<file path="config.mk">
export PLATFORM = sky130hd
export DESIGN_NAME = sfc_crc5
export DESIGN_NICKNAME = d
export VERILOG_FILES = /design/src/sfc_pkg.sv /design/src/sfc_crc5.sv
export VERILOG_INCLUDE_DIRS = /design/src
export SDC_FILE = /design/constraint.sdc
export NUM_CORES = 1
export LEC_CHECK = 0
export BUFFER_PORTS_ARGS = -buffer_cell sky130_fd_sc_hd__buf_2
export CAP_MARGIN = 15
export CORE_MARGIN = 5
export CORE_UTILIZATION = 35
export DETAILED_ROUTE_END_ITERATION = 10
export RECOVER_POWER = 50
export SLEW_MARGIN = 20
export SYNTH_ARGS = -nofsm -noshare
export SYNTH_HDL_FRONTEND = slang
export SYNTH_SLANG_ARGS = --single-unit
</file>
<file path="constraint.sdc">
create_clock -name clk_i -period 3.22 [get_ports clk_i]
set_input_delay 0.483 -clock clk_i [delete_from_list [all_inputs] [get_ports clk_i]]
set_output_delay 0.483 -clock clk_i [all_outputs]
set_load 0.01 [all_outputs]
</file>
<file path="src/sfc_cfg.svh">
`ifndef SFC_CFG_SVH
`define SFC_CFG_SVH
`define SFC_FRAME_BITS   32
`define SFC_CRC_BITS     5
`define SFC_LOOP_BITS    6
`define SFC_LOOP_INIT    6'h11
`define SFC_POLY         6'h25
`define SFC_CNT_BITS     6
`define SFC_CRC_ZERO     5'h00
`define SFC_RSP_STATUS_LSB 5
`define SFC_RSP_STATUS_MSB 20
`define SFC_RSP_COUNT_LSB  21
`define SFC_RSP_COUNT_MSB  24
`define SFC_RSP_FF_BIT     28
`define SFC_RSP_V_BIT      29
`define SFC_RSP_NAD_LSB    30
`endif

</file>
<file path="src/sfc_pkg.sv">
`default_nettype none
package sfc_pkg;
    typedef struct packed {
        logic [1:0]  node_address_field;
        logic [1:0]  command;
        logic [6:0]  reg_address;
        logic [15:0] data;
        logic [4:0]  crc;
    } sfc_host_frame_type;

    typedef struct packed {
        logic        serial_fault_flag;
        logic        general_fault_flag;
        logic        valid;
    } sfc_check_type;

    typedef enum logic [2:0] {
        SFC_IDLE = 3'b001,
        SFC_RUN  = 3'b010,
        SFC_DONE = 3'b100
    } sfc_state_type;
endpackage
`default_nettype wire

</file>
<file path="src/sfc_crc5.sv">
`include "sfc_cfg.svh"
`timescale 1ns/1ps
`default_nettype none
module sfc_crc5 #(
    parameter int FRAME_BITS = `SFC_FRAME_BITS
) (
    input  wire logic                        clk_i,
    input  wire logic                        rst_i,
    input  wire logic                        rx_valid_i,
    input  wire sfc_pkg::sfc_host_frame_type rx_frame_i,
    input  wire logic                        tx_valid_i,
    input  wire logic [FRAME_BITS-1:0]       tx_frame_i,
    output logic                             busy_o,
    output var sfc_pkg::sfc_check_type       check_o,
    output logic                             check_valid_o,
    output logic [FRAME_BITS-1:0]            tx_frame_o,
    output logic                             tx_done_o
);
    localparam int HDR_BITS = FRAME_BITS - `SFC_CRC_BITS;

    // the host frame struct fixes the width, so nothing else is served
    if (FRAME_BITS != `SFC_FRAME_BITS)
    begin : g_width_check
        $error("frame width must match the host frame");
    end

    // one loop step: shift in at stage zero, drop stage five, xor on top
    function automatic logic [`SFC_LOOP_BITS-1:0] crc_step(
        input logic [`SFC_LOOP_BITS-1:0] loop,
        input logic                      din
    );
        logic [`SFC_LOOP_BITS-1:0] s;
        s = {loop[`SFC_LOOP_BITS-2:0], din};
        if (s[`SFC_LOOP_BITS-1])
            s = s ^ `SFC_POLY;
        return s;
    endfunction

    // remainder held in the five low loop stages
    function automatic logic [`SFC_CRC_BITS-1:0] remainder_of(
        input logic [`SFC_LOOP_BITS-1:0] loop
    );
        return loop[`SFC_CRC_BITS-1:0];
    endfunction

    // control group
    sfc_pkg::sfc_state_type    state_q, state_d;
    logic [`SFC_CNT_BITS-1:0]  cnt_q, cnt_d;
    logic                      is_tx_q, is_tx_d;
    logic                      take_rx;
    logic                      take_tx;
    logic                      last_bit;
    // datapath group
    logic [`SFC_LOOP_BITS-1:0] loop_q, loop_d;
    logic [FRAME_BITS-1:0]     buf_q, buf_d;
    logic [HDR_BITS-1:0]       hdr_q, hdr_d;
    // result group
    sfc_pkg::sfc_check_type    chk_q, chk_d;
    logic                      chk_v_q, chk_v_d;
    logic [FRAME_BITS-1:0]     txo_q, txo_d;
    logic                      txd_q, txd_d;

    // a request is taken only while idle; rx wins over tx
    assign take_rx  = (state_q == sfc_pkg::SFC_IDLE) && rx_valid_i;
    assign take_tx  = (state_q == sfc_pkg::SFC_IDLE) && tx_valid_i
                      && !rx_valid_i;
    assign last_bit = (cnt_q == `SFC_CNT_BITS'(FRAME_BITS - 1));

    // counts the shift steps of one division
    always_comb
    begin
        state_d = state_q;
        cnt_d   = cnt_q;
        is_tx_d = is_tx_q;
        case (state_q)
            sfc_pkg::SFC_IDLE:
            begin
                cnt_d = '0;
                if (take_rx || take_tx)
                begin
                    is_tx_d = take_tx;
                    state_d = sfc_pkg::SFC_RUN;
                end
            end
            sfc_pkg::SFC_RUN:
            begin
                cnt_d = cnt_q + 1'b1;
                if (last_bit)
                    state_d = sfc_pkg::SFC_DONE;
            end
            sfc_pkg::SFC_DONE:
                state_d = sfc_pkg::SFC_IDLE;
            default:
                state_d = sfc_pkg::SFC_IDLE;
        endcase
    end

    always_ff @(posedge clk_i or posedge rst_i)
    begin
        if (rst_i)
        begin
            state_q <= sfc_pkg::SFC_IDLE;
            cnt_q   <= '0;
            is_tx_q <= 1'b0;
        end
        else
        begin
            state_q <= state_d;
            cnt_q   <= cnt_d;
            is_tx_q <= is_tx_d;
        end
    end

    // loop and frame buffer, one bit per cycle while running
    always_comb
    begin
        loop_d = loop_q;
        buf_d  = buf_q;
        hdr_d  = hdr_q;
        if (take_rx)
        begin
            buf_d  = rx_frame_i;
            loop_d = `SFC_LOOP_INIT;
        end
        else if (take_tx)
        begin
            // header kept so the host may change tx_frame_i while busy
            hdr_d  = tx_frame_i[FRAME_BITS-1:`SFC_CRC_BITS];
            buf_d  = {tx_frame_i[FRAME_BITS-1:`SFC_CRC_BITS],
                      `SFC_CRC_ZERO};
            loop_d = `SFC_LOOP_INIT;
        end
        else if (state_q == sfc_pkg::SFC_RUN)
        begin
            loop_d = crc_step(loop_q, buf_q[FRAME_BITS-1]);
            buf_d  = {buf_q[FRAME_BITS-2:0], 1'b0};
        end
    end

    always_ff @(posedge clk_i or posedge rst_i)
    begin
        if (rst_i)
        begin
            loop_q <= `SFC_LOOP_INIT;
            buf_q  <= '0;
            hdr_q  <= '0;
        end
        else
        begin
            loop_q <= loop_d;
            buf_q  <= buf_d;
            hdr_q  <= hdr_d;
        end
    end

    // verdict and sealed frame are registered in the done cycle
    always_comb
    begin
        chk_d   = chk_q;
        chk_v_d = 1'b0;
        txo_d   = txo_q;
        txd_d   = 1'b0;
        if (state_q == sfc_pkg::SFC_DONE)
        begin
            if (is_tx_q)
            begin
                txo_d = {hdr_q, remainder_of(loop_q)};
                txd_d = 1'b1;
            end
            else
            begin
                chk_v_d = 1'b1;
                if (remainder_of(loop_q) != `SFC_CRC_ZERO)
                begin
                    chk_d.serial_fault_flag  = 1'b1;
                    chk_d.general_fault_flag = 1'b1;
                    chk_d.valid              = 1'b0;
                end
                else
                begin
                    chk_d.serial_fault_flag  = 1'b0;
                    chk_d.general_fault_flag = 1'b0;
                    chk_d.valid              = 1'b1;
                end
            end
        end
    end

    always_ff @(posedge clk_i or posedge rst_i)
    begin
        if (rst_i)
        begin
            chk_q   <= '{serial_fault_flag: 1'b0, general_fault_flag: 1'b0,
                         valid: 1'b1};
            chk_v_q <= 1'b0;
            txo_q   <= '0;
            txd_q   <= 1'b0;
        end
        else
        begin
            chk_q   <= chk_d;
            chk_v_q <= chk_v_d;
            txo_q   <= txo_d;
            txd_q   <= txd_d;
        end
    end

    assign busy_o        = (state_q != sfc_pkg::SFC_IDLE);
    assign check_o       = chk_q;
    assign check_valid_o = chk_v_q;
    assign tx_frame_o    = txo_q;
    assign tx_done_o     = txd_q;
endmodule
`default_nettype wire

</file>
=== Word level (Yosys, flattened, before mapping) ===
Index checks and enable logic that the tools add are counted.

* Flip-flop bits (word level): 111
* Input bits: 68

* $add $sub $neg: 1
* Eq/ne operators: 7
* Muxes and demuxes: 16
* Bitwise operators: 3
* Reductions and logical operators: 13

{| class="wikitable"
|+ Operators with widths
! cell !! count
|-
| $mux 32 || 3
|-
| $mux 5 || 3
|-
| $mux 3 || 4
|-
| $pmux 6 s2 || 1
|-
| $reduce_and 2->1 || 5
|-
| $add 6x1->6 const B || 1
|-
| $eq 6x5->1 const B || 1
|-
| $pmux 3 s2 || 1
|-
| $reduce_bool 5->1 || 1
|-
| $mux 1 || 4
|-
| $eq 3x1->1 const B || 1
|-
| $eq 3x2->1 const B || 1
|-
| $eq 3x3->1 const B || 1
|-
| $logic_and 1x1->1 || 3
|-
| $ne 3x1->1 const B || 1
|-
| $reduce_bool 3->1 || 1
|-
| $ne 2x1->1 const B || 1
|-
| $ne 2x2->1 const B || 1
|-
| $not 1->1 || 2
|-
| $not 2->2 || 1
|-
| $reduce_bool 2->1 || 1
|-
| $logic_not 1->1 || 1
|-
| $logic_or 1x1->1 || 1
|}

=== Depth between registers and ports, before layout ===
* Depth after elaboration: 6
* Depth in mapped cells: 7
* Depth with buffers taken out: 5

=== Worst setup path before layout ===
No wires, ideal clock.

* Path kind: reg2reg
* From: register state_q[0]
* To: register buf_q[10]
* Setup time: 0.121 ns
* Data arrival time: 1.575 ns
* Slack: 1.524 ns
* Cell stages (with the launch flop): 6
* Period minus slack after synthesis: 1.696 ns
* Cells stage by stage: dfstp_2 -> clkbuf_1 -> or2b_1 -> clkbuf_1 -> a21oi_1 -> a22o_1

* Word-level cells in the longest chain between the ends: 5

{| class="wikitable"
|+ RTL lines
! item !! line !! source
|-
| start: declaration || sfc_crc5.sv:47 || <nowiki>sfc_pkg::sfc_state_type state_q, state_d;</nowiki>
|-
| start signal: assignment || sfc_crc5.sv:102 || <nowiki>state_q <= sfc_pkg::SFC_IDLE;</nowiki>
|-
| start signal: assignment || sfc_crc5.sv:108 || <nowiki>state_q <= state_d;</nowiki>
|-
| $eq 3x1->1 || sfc_crc5.sv:64, sfc_crc5.sv:65 ||
|-
| $logic_and 1x1->1 || sfc_crc5.sv:65 || <nowiki>assign take_tx = (state_q == sfc_pkg::SFC_IDLE) && tx_valid_i</nowiki>
|-
| $logic_and 1x1->1 || sfc_crc5.sv:66 || <nowiki>&& !rx_valid_i;</nowiki>
|-
| $mux 32 || sfc_crc5.sv:125 || <nowiki>else if (take_tx)</nowiki>
|-
| $mux 32 || sfc_crc5.sv:120 || <nowiki>if (take_rx)</nowiki>
|-
| end signal: assignment || sfc_crc5.sv:151 || <nowiki>buf_q <= buf_d;</nowiki>
|-
| end: declaration || sfc_crc5.sv:55 || <nowiki>logic [FRAME_BITS-1:0] buf_q, buf_d;</nowiki>
|}

Several ways; a longest one is shown, not always the timed one.
A chain may end at the register's enable or synchronous reset.

=== Worst setup path in the final report ===
* From: register state_q[2]
* To: register txo_q[14] (netlist: tx_frame_o[14])

* Word-level cells in the longest chain between the ends: 2

{| class="wikitable"
|+ RTL lines
! item !! line !! source
|-
| $eq 3x3->1 || sfc_crc5.sv:163 || <nowiki>if (state_q == sfc_pkg::SFC_DONE)</nowiki>
|-
| $reduce_and 2->1 (no source line) || -- ||
|-
| end signal: assignment || sfc_crc5.sv:203 || <nowiki>txo_q <= txo_d;</nowiki>
|-
| end: declaration || sfc_crc5.sv:60 || <nowiki>logic [FRAME_BITS-1:0] txo_q, txo_d;</nowiki>
|}

No other way between the ends.

==> run metrics <==
status complete, but fails checks; failing checks max-slew violations; highest-count cells in the layout ignoring fill and taps dfrtp_1, nand2_1, buf_2; power per cell area 769.8 nW/um^2; Initial Util 35.53%; Slew Limit Fails 110; WL/cell 16.38 um; CTS tree yes; Finished Core Util 41.32%; Gate power share 34.5%; post-synthesis cell count 521; CP required 3.46 ns; # DRC 0; Peak Freq 446.8 MHz; Psw 1.642 mW; Hold Crit Start rx_frame_i[0]; Slew @ Worst Pin 1.515 ns; # port buffers 100; reg2reg path depth 2; register area share after synthesis 53.61%; area of the mapped netlist 5144 um^2; MaxCap Viol Count 0; DRT antenna net count 0; chip width 131.2 um; initial antenna violation count 0; worst r2r dst tx_frame_o[14]$_DFFE_PP0P_; Clock Latency Late Sink 0.35 ns; Final Hold Viols 0; die height 131.2 um; Inst Count DP 776; post-placement setup slack 0.9019 ns; most common cell after layout, fill and taps aside dfrtp_1; sw frac 35.65%; Final setup viols 0; antenna fix cells 0; post-synthesis register bit count 110; hold path endpoint buf_q[0]$_DFFE_PP0P_; fin crit period 2.238 ns; fin nets 672; Worst EP arrival 2.47 ns; RR Startpoint state_q[2]$_DFFE_PP0P_; crit path launch type flop; clock sink count 110; Post-CTS Setup Repair Bufs 0; CTS root buffer clkbuf_16; critical path's top delay family simple AND/OR/NAND/NOR gates; post-CTS sizing 0; grt ovf 0; total CTS buffers 9; routed vias/inst 5.177; Layout Area Growth over Synthesis 16.32%; Final WS setup 0.9820 ns; io pins 106; WL final 12,960 um; reg-to-reg setup timing slack 0.98 ns; Max FO, Critical Path 33; vias in the first global route 4,269; global-route wire length before repair 22,140 um; Yosys cell types 43; DR pass1 iterations 4; Total GRT Usage 15.32%; Setup TNS 0 ns; CP max stage cell and3_2; initial DRC count 301; CTS clock-pin slew for the worst setup and hold paths 0.07 ns; number of cell rows 44; Syn Area/Cell 9.873 um^2; crit share post-route 69.50%; clock share of power 21.7%; RePlAce Congestion 0.7871; # fillers 1,469; Synthesized Nets 590; clock buffer depth 2; DP HPWL 8798 um; Worst Clk Skew 0.007338 ns; H-tree levels 3; hold crit path type in2reg; hold buffers post-CTS 0; CP Depth 2; synth warn 0; crit path kind reg2reg; WHS 0.3694 ns; Worst Hold Path Cells 2; Worst Setup End Kind flop; Peak VDD IR 0.3850 mV; Slew headroom -1.003%; Pleak 2.986 nW; Cell Chain, Critical Path and3_2, mux2_2; worst stage delay on the critical path 0.92 ns; Vias 4,095; Crit path buffers/inverters 0; power share of the sequential group 43.9%; largest net degree at the start of global routing 111; Cell Count, Final, Fillers Out 791; internal power 2.964 mW; RSZ-0062 raised after global routing false; Core ar. 14,480 um^2; DIE AREA 17,220 um^2; layout cell share with drive strength beyond 1 24.38%
per-stage QoR:
stage               power, mW  area, um^2
floorplan               3.296        5147
global placement        3.576        5769
detailed placement      3.643        5769
CTS                     4.663        6020
global route            4.966        5983
finish                  4.606        5983
flip-flops by register name (all words and copies together), names as in the netlist:
register and cells:
cnt_q 6, state_q 3, tx_done_o 1, check_valid_o 1
hdr_q 27, loop_q 5, buf_q 32, is_tx_q 1
tx_frame_o 32, check_o 2
power groups by stage:
| stage | clock network [mW] | logic, mW | registers (mW) |
|---|---|---|---|
| after floorplan | 0 | 1.35 | 1.95 |
| after global placement | 0 | 1.55 | 2.03 |
| after detailed placement | 0 | 1.60 | 2.05 |
| after CTS | 1.03 | 1.61 | 2.02 |
| after global routing | 1.09 | 1.81 | 2.07 |
| final | 0.997 | 1.59 | 2.02 |
synth_stat cells (all sizes together):
cell type | n | area, um^2
nand3b | 1 | 7.510
dfstp | 4 | 105.1
o21ai | 42 | 210.2
and2 | 1 | 6.260
nor3b | 3 | 33.78
xnor2 | 2 | 17.52
a32oi | 3 | 26.28
inv | 9 | 33.78
nor2 | 36 | 145.1
nor2b | 1 | 6.260
nand2 | 98 | 367.9
o211ai | 1 | 7.510
mux2i | 1 | 10.01
a21o | 29 | 225.2
mux2 | 33 | 371.6
o21a | 2 | 15.01
nand3 | 30 | 150.1
a211oi | 1 | 7.510
nand2b | 3 | 26.27
a21oi | 35 | 175.2
or2b | 1 | 7.510
and4bb | 1 | 12.51
dfrtp | 106 | 2653
clkbuf | 21 | 78.83
o2bb2ai | 1 | 8.760
or2 | 1 | 8.760
or4 | 1 | 7.510
and3 | 1 | 6.260
ha | 1 | 12.51
nor3 | 5 | 25.02
a22o | 29 | 254.0
buf | 18 | 121.4
worst reg2reg max path, delay by kind of cell (launching register included):
kind	cells	cell delay, ns
and+or+nand+nor	1	0.92
DFF	1	0.79
muxes	1	0.43
worst max-delay path by stage:
stage / slack (ns) / to / startpoint
6_report: 0.98 / tx_frame_o[14]$_DFFE_PP0P_ / state_q[2]$_DFFE_PP0P_
5_1_grt: 0.81 / tx_frame_o[9]$_DFFE_PP0P_ / state_q[2]$_DFFE_PP0P_
4_1_cts: 0.90 / tx_frame_o[2]$_DFFE_PP0P_ / state_q[2]$_DFFE_PP0P_
3_5_place_dp: 0.90 / tx_frame_o[23]$_DFFE_PP0P_ / state_q[2]$_DFFE_PP0P_
3_3_place_gp: 0.94 / tx_frame_o[11]$_DFFE_PP0P_ / state_q[2]$_DFFE_PP0P_
2_1_floorplan: 1.41 / buf_q[0]$_DFFE_PP0P_ / rst_i
kinds of logic (layout without fill, tap and decap cells):
family          after synthesis  after routing  share of synthesized area [%]
compound gates              143            143                          18.07
xor+xnor                      2              2                         0.3406
fa+ha+maj                     1              1                         0.2432
buf+inv                      48            134                          4.549
flops                       110            110                          53.61
mux                          34             34                          7.419
simple gates                183            183                          15.76
cell type report:
type	count	area, um^2	area share, %
tap	184	230.2	3.848
multi-input combinational	363	2156	36.03
sequential	110	2758	46.09
timing repair buffer	110	551.8	9.222
inverter	9	37.54	0.6274
clock buffer	13	240.2	4.015
clock inverter	2	10.01	0.1673
metal layers:
layer  vias up  GRT usage (%)  wire length, um
met3         7          4.320              649
li1       1972              -                -
met2        89          24.66             6233
met1      2027          20.74             5971
met4         0          3.233              106
met5         -              0                0
No activity file was read; power rests on OpenSTA's default activity.
